[config.mk]
export PLATFORM = sky130hd
export DESIGN_NAME = pllc_top
export DESIGN_NICKNAME = d
export VERILOG_FILES = /design/src/design/pllc_pkg.sv /design/src/design/pllc_top.sv
export VERILOG_INCLUDE_DIRS = /design/src /design/src/design
export SDC_FILE = /design/constraint.sdc
export NUM_CORES = 1
export LEC_CHECK = 0
export ABC_CLOCK_PERIOD_IN_PS = 1600
export BUFFER_PORTS_ARGS = -buffer_cell sky130_fd_sc_hd__buf_2
export CAP_MARGIN = 5
export CELL_PAD_IN_SITES_DETAIL_PLACEMENT = 1
export CELL_PAD_IN_SITES_GLOBAL_PLACEMENT = 1
export CORE_MARGIN = 4
export CORE_UTILIZATION = 33
export DETAILED_ROUTE_END_ITERATION = 8
export GPL_TIMING_DRIVEN = 0
export PLACE_DENSITY_LB_ADDON = 0.1
export SLEW_MARGIN = 20
export SYNTH_ARGS = -nofsm -noshare
export SYNTH_HDL_FRONTEND = slang
export SYNTH_SLANG_ARGS = --single-unit
export TNS_END_PERCENT = 5
[constraint.sdc]
create_clock -name clk_i -period 1.6 [get_ports clk_i]
set_input_delay 0.16 -clock clk_i [delete_from_list [all_inputs] [get_ports clk_i]]
set_output_delay 0.16 -clock clk_i [all_outputs]
set_load 0.01 [all_outputs]
[src/design/pllc_defs.svh]
/*
  register offsets, bit positions, reset values and widths of the loop
  control block. assumes it is included by bare name, once per unit.
*/
`ifndef PLLC_DEFS_SVH
`define PLLC_DEFS_SVH

// byte addresses on the apb bus, one aligned word each
`define PLLC_OFF_CTRL 12'h000
`define PLLC_OFF_BWC 12'h004
`define PLLC_OFF_MULH 12'h008
`define PLLC_OFF_MULL 12'h00C
`define PLLC_OFF_VRS 12'h010
`define PLLC_OFF_RDS 12'h014
`define PLLC_ADDR_W 12

// loop control register bit positions
`define PLLC_CTRL_IE 7
`define PLLC_CTRL_FLAG 6
`define PLLC_CTRL_ON 5
`define PLLC_CTRL_BASE_SEL 4
`define PLLC_CTRL_PRE_HI 3
`define PLLC_CTRL_PRE_LO 2
`define PLLC_CTRL_VPR_HI 1
`define PLLC_CTRL_VPR_LO 0

// bandwidth control register bit positions
`define PLLC_BWC_AUTO 7
`define PLLC_BWC_LOCK 6
`define PLLC_BWC_TRACK 5

// data field positions within the write word
`define PLLC_NIB_HI 3
`define PLLC_NIB_LO 0
`define PLLC_BYTE_HI 7

// reset values
`define PLLC_RST_MULH 4'h0
`define PLLC_RST_MULL 8'h40
`define PLLC_RST_VRS 8'h40
`define PLLC_RST_RDS 4'h1
`define PLLC_RST_EXP 2'h0
`define PLLC_RST_PRE 2'h0

// substitutes for programmed zeros
`define PLLC_MUL_ZERO 12'h000
`define PLLC_MUL_ONE 12'h001
`define PLLC_RDS_ZERO 4'h0
`define PLLC_RDS_ONE 4'h1
`define PLLC_VRS_ZERO 8'h00

// range multiplier decode
`define PLLC_EXP_X1 2'h0
`define PLLC_EXP_X2 2'h1
`define PLLC_EXP_X4 2'h2
`define PLLC_EXP_X8 2'h3
`define PLLC_RANGE_X1 4'h1
`define PLLC_RANGE_X2 4'h2
`define PLLC_RANGE_X4 4'h4
`define PLLC_RANGE_X8 4'h8

`define PLLC_ZERO32 32'h0000_0000

`endif

[src/design/pllc_pkg.sv]
/*
  types of the loop control block: the configuration bundle handed to the
  analog loop. assumes pllc_defs.svh is compiled alongside.
*/
package pllc_pkg;

  typedef struct packed {
    logic loop_enable;
    logic base_clock_select;
    logic auto_mode;
    logic tracking_mode;
    logic [1:0] prescaler;
    logic [1:0] vco_exponent;
    logic [3:0] range_multiplier;
    logic [7:0] vco_center_multiplier;
    logic [11:0] feedback_multiplier;
    logic [3:0] reference_divider;
  } pllc_cfg_t;

  typedef enum logic [1:0] {
    PLLC_BUS_IDLE,
    PLLC_BUS_ACCESS
  } pllc_bus_state_t;

endpackage : pllc_pkg

[src/design/pllc_top.sv]
/*
  digital control side of a clock generator loop: the apb register file,
  write protection of the programming registers, bandwidth mode, lock
  change flag and interrupt request, and the two-flop synchroniser that
  feeds them. cfg_o carries the decoded settings to the analog loop.
  assumes a single 40 mhz bus clock and a synchronous active low reset;
  lock, tracking and stop come from outside this clock domain, and the
  analog loop treats cfg_o as quasi-static after each register write.
*/
// The APB register port and the address map are this design's own decisions.
`timescale 1ns/1ps
`include "pllc_defs.svh"

module pllc_sync #(
  parameter int WIDTH = 1
) (
  input wire logic clk_i,
  input wire logic rstn_i,
  input wire logic [WIDTH-1:0] async_i,
  output logic [WIDTH-1:0] sync_o
);
  logic [WIDTH-1:0] stage1;

  // first stage feeds only the second stage
  always_ff @(posedge clk_i) begin
    if (!rstn_i) begin
      stage1 <= '0;
      sync_o <= '0;
    end else begin
      stage1 <= async_i;
      sync_o <= stage1;
    end
  end
endmodule : pllc_sync

// Function
// two-bit exponent field decodes to range multiplier 1, 2, 4 or 8
// exponent field write-protected while loop enabled; reset clears it
// software must not program exponent 3
// bandwidth mode bit read/write, 1 automatic, 0 manual, reset manual
// software clears tracking select before enabling loop in manual mode
// lock bit read-only in automatic mode, reads zero in manual mode
// software always writes zero to lock bit; reset clears it
// tracking bit reports loop mode in automatic, forces it in manual
// manual tracking value kept during automatic mode; reset clears it
// feedback multiplier twelve bits; upper nibble of high register reads zero
// feedback multiplier zero acts as one
// feedback multiplier resets to 0x040
// multiplier, range and divider registers write-protected while loop enabled
// eight-bit centre multiplier, reset value 0x40
// centre multiplier zero disables loop and clears, blocks base clock select
// four-bit reference divider, zero acts as one, reset one
// upper nibble of reference divider register reads zero
// automatic mode lock change sets flag; irq only with enable
// manual mode blocks irq and flag reads zero
// software reads lock bit after irq to learn direction
// base clock select allowed while unlocked; software checks lock first
// wait mode leaves all settings and operation unchanged
// software may clear select then enable before wait to save power
// loop enable set at reset, cannot clear while base clock selected
// any read of control register clears lock change flag; a lock change in the same cycle keeps the flag set instead
// stop mode entry clears base clock select
module pllc_top
  import pllc_pkg::*;
(
  input wire logic clk_i,
  input wire logic rstn_i,
  input wire logic psel_i,
  input wire logic penable_i,
  input wire logic pwrite_i,
  input wire logic [`PLLC_ADDR_W-1:0] paddr_i,
  input wire logic [31:0] pwdata_i,
  output logic [31:0] prdata_o,
  output logic pready_o,
  output logic pslverr_o,
  input wire logic lock_detect_i,
  input wire logic loop_tracking_i,
  input wire logic stop_mode_i,
  input wire logic wait_mode_i,
  output pllc_cfg_t cfg_o,
  output logic irq_o
);

  // bus handshake state
  pllc_bus_state_t bus_state;
  pllc_bus_state_t next_bus_state;

  // synchronised analog and system inputs
  logic lock_sync;
  logic track_sync;
  logic stop_sync;
  logic stop_prev;

  // register storage
  logic irq_enable;
  logic lock_flag;
  logic loop_enable_bit;
  logic base_clock_select_bit;
  logic [1:0] prescaler;
  logic [1:0] vco_exponent;
  logic auto_mode;
  logic tracking_manual;
  logic lock_prev;
  logic [3:0] feedback_multiplier_upper;
  logic [7:0] feedback_multiplier_lower;
  logic [7:0] vco_center_multiplier;
  logic [3:0] reference_divider_field;

  // one synchroniser per input keeps each crossing independent
  pllc_sync #(
    .WIDTH(1)
  ) u_sync_lock (
    .clk_i(clk_i),
    .rstn_i(rstn_i),
    .async_i(lock_detect_i),
    .sync_o(lock_sync)
  );

  pllc_sync #(
    .WIDTH(1)
  ) u_sync_track (
    .clk_i(clk_i),
    .rstn_i(rstn_i),
    .async_i(loop_tracking_i),
    .sync_o(track_sync)
  );

  pllc_sync #(
    .WIDTH(1)
  ) u_sync_stop (
    .clk_i(clk_i),
    .rstn_i(rstn_i),
    .async_i(stop_mode_i),
    .sync_o(stop_sync)
  );

  // apb decode: setup latches read data, access phase always one cycle
  wire setup_phase = psel_i && !penable_i;
  wire access_phase = psel_i && penable_i;
  wire sel_ctrl = (paddr_i == `PLLC_OFF_CTRL);
  wire sel_bwc = (paddr_i == `PLLC_OFF_BWC);
  wire sel_mulh = (paddr_i == `PLLC_OFF_MULH);
  wire sel_mull = (paddr_i == `PLLC_OFF_MULL);
  wire sel_vrs = (paddr_i == `PLLC_OFF_VRS);
  wire sel_rds = (paddr_i == `PLLC_OFF_RDS);
  wire sel_any = sel_ctrl | sel_bwc | sel_mulh | sel_mull | sel_vrs | sel_rds;
  wire wr_en = access_phase && pwrite_i;
  wire rd_done = access_phase && !pwrite_i;

  wire wr_ctrl = wr_en && sel_ctrl;
  wire wr_bwc = wr_en && sel_bwc;
  wire wr_mulh = wr_en && sel_mulh;
  wire wr_mull = wr_en && sel_mull;
  wire wr_vrs = wr_en && sel_vrs;
  wire wr_rds = wr_en && sel_rds;

  // programming registers are frozen while the loop runs
  wire prog_open = !loop_enable_bit;

  // a zero centre multiplier keeps the loop off and the vco unselected
  wire vrs_zero = (vco_center_multiplier == `PLLC_VRS_ZERO);

  // status views that depend on the bandwidth mode
  wire lock_view = auto_mode & lock_sync;
  wire track_view = auto_mode ? track_sync : tracking_manual;
  wire flag_view = auto_mode & lock_flag;
  wire ie_view = auto_mode & irq_enable;

  // lock change in automatic mode; the flag set wins over a clearing read
  wire lock_change = auto_mode && (lock_view != lock_prev);
  wire flag_clear = rd_done && sel_ctrl;
  wire stop_entry = stop_sync && !stop_prev;

  // write-side field requests
  wire wr_ie = pwdata_i[`PLLC_CTRL_IE];
  wire wr_on = pwdata_i[`PLLC_CTRL_ON];
  wire wr_base_sel = pwdata_i[`PLLC_CTRL_BASE_SEL];
  wire [1:0] wr_pre = pwdata_i[`PLLC_CTRL_PRE_HI:`PLLC_CTRL_PRE_LO];
  wire [1:0] wr_vpr = pwdata_i[`PLLC_CTRL_VPR_HI:`PLLC_CTRL_VPR_LO];
  wire wr_auto = pwdata_i[`PLLC_BWC_AUTO];
  wire wr_track = pwdata_i[`PLLC_BWC_TRACK];
  wire [3:0] wr_nibble = pwdata_i[`PLLC_NIB_HI:`PLLC_NIB_LO];
  wire [7:0] wr_byte = pwdata_i[`PLLC_BYTE_HI:`PLLC_NIB_LO];

  // enable cannot drop while the vco drives the base clock
  wire next_on_w = base_clock_select_bit ? 1'b1 : wr_on;
  // select may only be set when the loop is already on; lock is not checked
  wire base_sel_allowed = loop_enable_bit && !vrs_zero;

  // register read mux
  wire [7:0] ctrl_rd = {ie_view, flag_view, loop_enable_bit, base_clock_select_bit,
                        prescaler, vco_exponent};
  wire [7:0] bwc_rd = {auto_mode, lock_view, track_view, 5'h00};
  wire [7:0] mulh_rd = {4'h0, feedback_multiplier_upper};
  wire [7:0] rds_rd = {4'h0, reference_divider_field};
  wire [7:0] rd_byte = sel_ctrl ? ctrl_rd :
                       sel_bwc ? bwc_rd :
                       sel_mulh ? mulh_rd :
                       sel_mull ? feedback_multiplier_lower :
                       sel_vrs ? vco_center_multiplier :
                       sel_rds ? rds_rd : 8'h00;

  // decoded configuration towards the analog loop
  wire [11:0] mul_raw = {feedback_multiplier_upper, feedback_multiplier_lower};
  wire [11:0] mul_eff = (mul_raw == `PLLC_MUL_ZERO) ? `PLLC_MUL_ONE : mul_raw;
  wire [3:0] rds_eff = (reference_divider_field == `PLLC_RDS_ZERO) ?
                       `PLLC_RDS_ONE : reference_divider_field;
  logic [3:0] range_mult;

  always_comb begin
    case (vco_exponent)
      `PLLC_EXP_X1: range_mult = `PLLC_RANGE_X1;
      `PLLC_EXP_X2: range_mult = `PLLC_RANGE_X2;
      `PLLC_EXP_X4: range_mult = `PLLC_RANGE_X4;
      `PLLC_EXP_X8: range_mult = `PLLC_RANGE_X8;
      default: range_mult = `PLLC_RANGE_X1;
    endcase
  end

  // bus state machine: setup, then a single access cycle
  always_comb begin
    next_bus_state = bus_state;
    case (bus_state)
      PLLC_BUS_IDLE: begin
        if (setup_phase) begin
          next_bus_state = PLLC_BUS_ACCESS;
        end
      end
      PLLC_BUS_ACCESS: begin
        if (setup_phase) begin
          next_bus_state = PLLC_BUS_ACCESS;
        end else begin
          next_bus_state = PLLC_BUS_IDLE;
        end
      end
      default: next_bus_state = PLLC_BUS_IDLE;
    endcase
  end

  assign pready_o = (bus_state == PLLC_BUS_ACCESS);

  always_ff @(posedge clk_i) begin
    if (!rstn_i) begin
      bus_state <= PLLC_BUS_IDLE;
      prdata_o <= `PLLC_ZERO32;
      pslverr_o <= 1'b0;
    end else begin
      bus_state <= next_bus_state;
      if (setup_phase) begin
        prdata_o <= {24'h00_0000, rd_byte};
        pslverr_o <= !sel_any;
      end
    end
  end

  // input edge history
  always_ff @(posedge clk_i) begin
    if (!rstn_i) begin
      stop_prev <= 1'b0;
      lock_prev <= 1'b0;
    end else begin
      stop_prev <= stop_sync;
      lock_prev <= lock_view;
    end
  end

  // loop control register; wait mode has no input here on purpose
  always_ff @(posedge clk_i) begin
    if (!rstn_i) begin
      irq_enable <= 1'b0;
      loop_enable_bit <= 1'b1;
      base_clock_select_bit <= 1'b0;
      prescaler <= `PLLC_RST_PRE;
      vco_exponent <= `PLLC_RST_EXP;
    end else begin
      if (!auto_mode) begin
        irq_enable <= 1'b0;
      end else if (wr_ctrl) begin
        irq_enable <= wr_ie;
      end
      if (wr_ctrl) begin
        loop_enable_bit <= next_on_w;
      end
      if (vrs_zero || stop_entry) begin
        base_clock_select_bit <= 1'b0;
      end else if (wr_ctrl) begin
        base_clock_select_bit <= wr_base_sel && base_sel_allowed;
      end
      if (wr_ctrl && prog_open) begin
        prescaler <= wr_pre;
        vco_exponent <= wr_vpr;
      end
    end
  end

  // lock change flag: set has priority over the read clear
  always_ff @(posedge clk_i) begin
    if (!rstn_i) begin
      lock_flag <= 1'b0;
    end else if (!auto_mode) begin
      lock_flag <= 1'b0;
    end else if (lock_change) begin
      lock_flag <= 1'b1;
    end else if (flag_clear) begin
      lock_flag <= 1'b0;
    end
  end

  // bandwidth control register; lock bit writes are discarded
  always_ff @(posedge clk_i) begin
    if (!rstn_i) begin
      auto_mode <= 1'b0;
      tracking_manual <= 1'b0;
    end else if (wr_bwc) begin
      auto_mode <= wr_auto;
      if (!auto_mode) begin
        tracking_manual <= wr_track;
      end
    end
  end

  // programming registers, frozen while the loop is enabled
  always_ff @(posedge clk_i) begin
    if (!rstn_i) begin
      feedback_multiplier_upper <= `PLLC_RST_MULH;
      feedback_multiplier_lower <= `PLLC_RST_MULL;
      vco_center_multiplier <= `PLLC_RST_VRS;
      reference_divider_field <= `PLLC_RST_RDS;
    end else if (prog_open) begin
      if (wr_mulh) begin
        feedback_multiplier_upper <= wr_nibble;
      end
      if (wr_mull) begin
        feedback_multiplier_lower <= wr_byte;
      end
      if (wr_vrs) begin
        vco_center_multiplier <= wr_byte;
      end
      if (wr_rds) begin
        reference_divider_field <= wr_nibble;
      end
    end
  end

  // next values handed to the loop and the cpu
  pllc_cfg_t next_cfg;
  logic next_irq;

  assign next_cfg.loop_enable = loop_enable_bit && !vrs_zero;
  assign next_cfg.base_clock_select = base_clock_select_bit;
  assign next_cfg.auto_mode = auto_mode;
  assign next_cfg.tracking_mode = track_view;
  assign next_cfg.prescaler = prescaler;
  assign next_cfg.vco_exponent = vco_exponent;
  assign next_cfg.range_multiplier = range_mult;
  assign next_cfg.vco_center_multiplier = vco_center_multiplier;
  assign next_cfg.feedback_multiplier = mul_eff;
  assign next_cfg.reference_divider = rds_eff;
  assign next_irq = flag_view && ie_view;

  // outputs to the loop and the cpu, all registered
  always_ff @(posedge clk_i) begin
    if (!rstn_i) begin
      cfg_o <= '0;
      irq_o <= 1'b0;
    end else begin
      cfg_o <= next_cfg;
      irq_o <= next_irq;
    end
  end

  // wait mode is deliberately not used: the block runs on unchanged
  wire unused_wait = wait_mode_i;

endmodule : pllc_top

==> flow_summary.yaml <==
outcome:
  outcome: "finished, final reports clean"
worst_setup_path:
  cp_data_required_time_ns: 1.83
  worst-setup-path-type: "flip-flop to flip-flop"
  cp_max_fo: 10
  worstSetupEndpointType: "flip-flop"
  crit_path_start_kind: "flip-flop"
  cp.arrival_ns: 1.77
global_route:
  grt_util_all_layers: 0.163
  grt_antenna_before_repair: 0
  grt_pass1_vias: 2922
  grt_start_max_net_pins: 18
  grt_first_pass_wirelength_mm: 15.0
  global_route.overflow_total: 0
clocking:
  cts_sinks: 89
  tritoncts_clock_tree: "done"
  cts_root_buf: "sky130_fd_sc_hd__clkbuf_8"
  cts.path.max_buffers: 2
  clk_transition_reported_paths_ns: 0.09
  clock_insertion_delay_worst_skew_ns: 0.36
  h-tree-depth: 3
  cts-buffers-inserted: 9
timing:
  fin_tns_setup_ns: 0
  drv_slew: 0
  skew_ns: 0.00972
  slew_headroom: 0.422
  clock.fmax_ghz: 0.653
  minimum_setup_slack_in_the_final_design_ns: 0.0682
  worst_pin_slew_ns: 0.861
  rsz_0062_raised_after_global_routing: "yes"
  hold_violations: 0
  post-route-period-util: 0.957
  timing.final.crit_period_ns: 1.53
  setup_viols_final: 0
route:
  post_drt_wl_per_cell_um: 15.7
  wl_mm: 9.40
  route.detailed.drc: 0
  detailedRoute.firstPassIterationCount: 4
  routed_via_density: 4.68
  final_antenna_net_count: 0
  route.vias.total: 2805
  drt_iter0_drc: 53
logic_synthesis:
  ff_latch_count_synth: 89
  yosysWarningCount: 0
  seq_area_frac_synth: 0.519
  synth-edff-count: 0
  synthesis.instances: 352
  postSynthAreaPerCell_um2: 9.75
  synth.distinct_cells: 40
  synth_area_mm2: 0.00343
  async_flop_share: 0
  yosys_most_used_dff: "sky130_fd_sc_hd__dfxtp_1"
floorplan:
  start_util: 0.345
  die_width_um: 110
  floorplan.die_area_mm2: 0.0121
  placeableCoreArea_mm2: 0.00995
  num_rows: 36
  top_level_ports: 124
  die_height_um: 110
final_layout:
  area.growth.synth_to_final_pct: 25.5
  seq_area_mm2: 0.00178
  layout.filler_cells: 1206
  drive_gt1_frac: 0.283
  antenna_cells_inserted: 0
  stdcell_count: 600
  layout.nets: 515
  combined_area_of_the_multi_input_logic_cells_mm2: 0.00142
  final_design_area_no_fill_mm2: 0.00430
pwr:
  power.density_mw_per_mm2: 959
  static_leakage_uw: 0.00208
  vdd.ir_drop.worst_mv: 0.456
  intPower_uw: 3090
  switching_power_uw: 1040
  power_uw: 4130
  power.switching_fraction: 0.251
  clock_power_share: 0.391
  pwr-share-comb: 0.068
  seq_power_share: 0.542
placement:
  globalplace.congestion: 0.829
  post-dp-hpwl_mm: 7.30
  placedCellCount: 581
  dpl_worst_slack_ns: -0.226
  placement.cell_area_mm2: 0.00405
  buffer_ports.inserted: 73
flow_run:
  drv.max_cap_violation_count: 0
worst_hold_path:
  hold_class: "input port to flip-flop"
placed cells by master, fill, tap and decap left out, types with 3 or more instances in the layout:
| cell type | count |
|---|---|
| sky130_fd_sc_hd__dfxtp_1 | 88 |
| sky130_fd_sc_hd__buf_2 | 76 |
| sky130_fd_sc_hd__nand2_1 | 38 |
| sky130_fd_sc_hd__o21ai_0 | 27 |
| sky130_fd_sc_hd__buf_4 | 26 |
| sky130_fd_sc_hd__conb_1 | 24 |
| sky130_fd_sc_hd__mux2i_1 | 23 |
| sky130_fd_sc_hd__and2_1 | 22 |
| sky130_fd_sc_hd__inv_1 | 20 |
| sky130_fd_sc_hd__nor2_1 | 13 |
| sky130_fd_sc_hd__clkbuf_1 | 9 |
| sky130_fd_sc_hd__clkbuf_8 | 9 |
| sky130_fd_sc_hd__a21oi_1 | 8 |
| sky130_fd_sc_hd__nand2b_1 | 6 |
| sky130_fd_sc_hd__and3_1 | 6 |
| sky130_fd_sc_hd__nor3_1 | 5 |
| sky130_fd_sc_hd__nor4_1 | 5 |
| sky130_fd_sc_hd__o22ai_1 | 5 |
| sky130_fd_sc_hd__a22oi_1 | 5 |
| sky130_fd_sc_hd__nor2b_1 | 4 |
| sky130_fd_sc_hd__nand3_1 | 4 |
| sky130_fd_sc_hd__mux2_2 | 4 |
| sky130_fd_sc_hd__a22o_1 | 4 |
| sky130_fd_sc_hd__nand4_1 | 3 |
critical path: stages, from the launching register on:
cell                      delay (ns)
sky130_fd_sc_hd__dfxtp_2        0.37
sky130_fd_sc_hd__and4b_4        0.36
sky130_fd_sc_hd__nand4_4        0.16
sky130_fd_sc_hd__buf_2          0.24
sky130_fd_sc_hd__o21ai_0        0.19
sky130_fd_sc_hd__o21ai_0        0.10
synth_stat cells, types with 2 or more instances:
cell	number	area share
sky130_fd_sc_hd__o21ai_0	27	0.039
sky130_fd_sc_hd__clkbuf_1	11	0.012
sky130_fd_sc_hd__buf_4	25	0.055
sky130_fd_sc_hd__mux2_2	4	0.013
sky130_fd_sc_hd__and2_1	22	0.040
sky130_fd_sc_hd__a31oi_1	2	0.0036
sky130_fd_sc_hd__a32o_1	2	0.0058
sky130_fd_sc_hd__nor2b_1	4	0.0073
sky130_fd_sc_hd__nor2_1	13	0.014
sky130_fd_sc_hd__nand4_1	3	0.0055
sky130_fd_sc_hd__buf_2	2	0.0029
sky130_fd_sc_hd__nor4_1	5	0.0091
sky130_fd_sc_hd__nor3_1	5	0.0073
sky130_fd_sc_hd__a21oi_1	8	0.012
sky130_fd_sc_hd__inv_1	20	0.022
sky130_fd_sc_hd__nand2b_1	6	0.011
sky130_fd_sc_hd__mux2i_1	23	0.067
sky130_fd_sc_hd__o41ai_1	2	0.0051
sky130_fd_sc_hd__nand3_1	4	0.0058
sky130_fd_sc_hd__nand4_4	2	0.012
sky130_fd_sc_hd__nand2_1	38	0.042
sky130_fd_sc_hd__and3_1	6	0.011
sky130_fd_sc_hd__o22ai_1	5	0.0091
sky130_fd_sc_hd__nor4_4	2	0.012
sky130_fd_sc_hd__a22oi_1	5	0.011
sky130_fd_sc_hd__dfxtp_1	89	0.52
sky130_fd_sc_hd__a22o_1	4	0.010
flip-flops by register name (all words and copies together), names as in the netlist, 2 cells and up:
| name | count |
|---|---|
| cfg_o | 36 |
| feedback_multiplier_lower | 8 |
| prdata_o | 8 |
| vco_center_multiplier | 8 |
| feedback_multiplier_upper | 4 |
| reference_divider_field | 4 |
| prescaler | 2 |
| vco_exponent | 2 |
per-stage QoR:
step           hold slack [ns]  utilization
4_1_cts                0.00435        0.433
2_1_floorplan            0.287            -
5_1_grt                 0.0123        0.432
6_report                0.0150        0.432
3_5_place_dp             0.376        0.407
3_3_place_gp             0.370        0.407
power by group through the flow:
stage | registers, uW | clock network (uW) | logic, uW
after floorplan | 2290 | 0 | 165
final | 2240 | 1610 | 279
after global routing | 2240 | 1760 | 307
after CTS | 2240 | 1650 | 276
after detailed placement | 2290 | 0 | 271
after global placement | 2290 | 0 | 268
worst paths after layout:
path         depth (start not counted)                           end  slack [ns]                from
min                                  2            u_sync_lock.stage1        0.02       lock_detect_i
max                                  5  feedback_multiplier_lower[5]        0.07     loop_enable_bit
min reg2reg                          1            u_sync_stop.sync_o        0.44  u_sync_stop.stage1
max reg2reg                          5  feedback_multiplier_lower[5]        0.07     loop_enable_bit
final cells by class:
type,instances,area share
Sequential cell,89,0.414
Multi-Input combinational cell,228,0.331
Timing Repair Buffer,77,0.0959
Buffer,37,0.0549
Tap cell,133,0.0387
Clock buffer,9,0.0288
Clock inverter,7,0.0192
Inverter,20,0.0174
layer usage:
layer,vias up,wire length (um),global-route usage
met5,-,0,0
met4,0,165,0.0570
met3,15,473,0.0282
met2,84,4240,0.264
met1,1319,4520,0.217
li1,1387,-,-
kinds of logic after synthesis:
logic type / Yosys count / synth area share
and+or+nand+nor: 116 / 0.197
DFF: 89 / 0.519
AOI/OAI and AO/OA: 60 / 0.108
buffers and inverters: 58 / 0.0915
muxes: 27 / 0.0802
xor gates and xnor gates: 1 / 0.00255
other: 1 / 0.00109
repair_timing:
item / in CTS / in global routing
pin swaps: 1 / 1
hold buffers: 2 / 0
cloned: 0 / 0
setup buffers: 2 / 0
gates resized for setup: 2 / 2
endpoints found under the setup margin: 18 / 19
endpoints found under the hold margin: 2 / 0
Note: power is estimated with default switching activity, not from simulation.
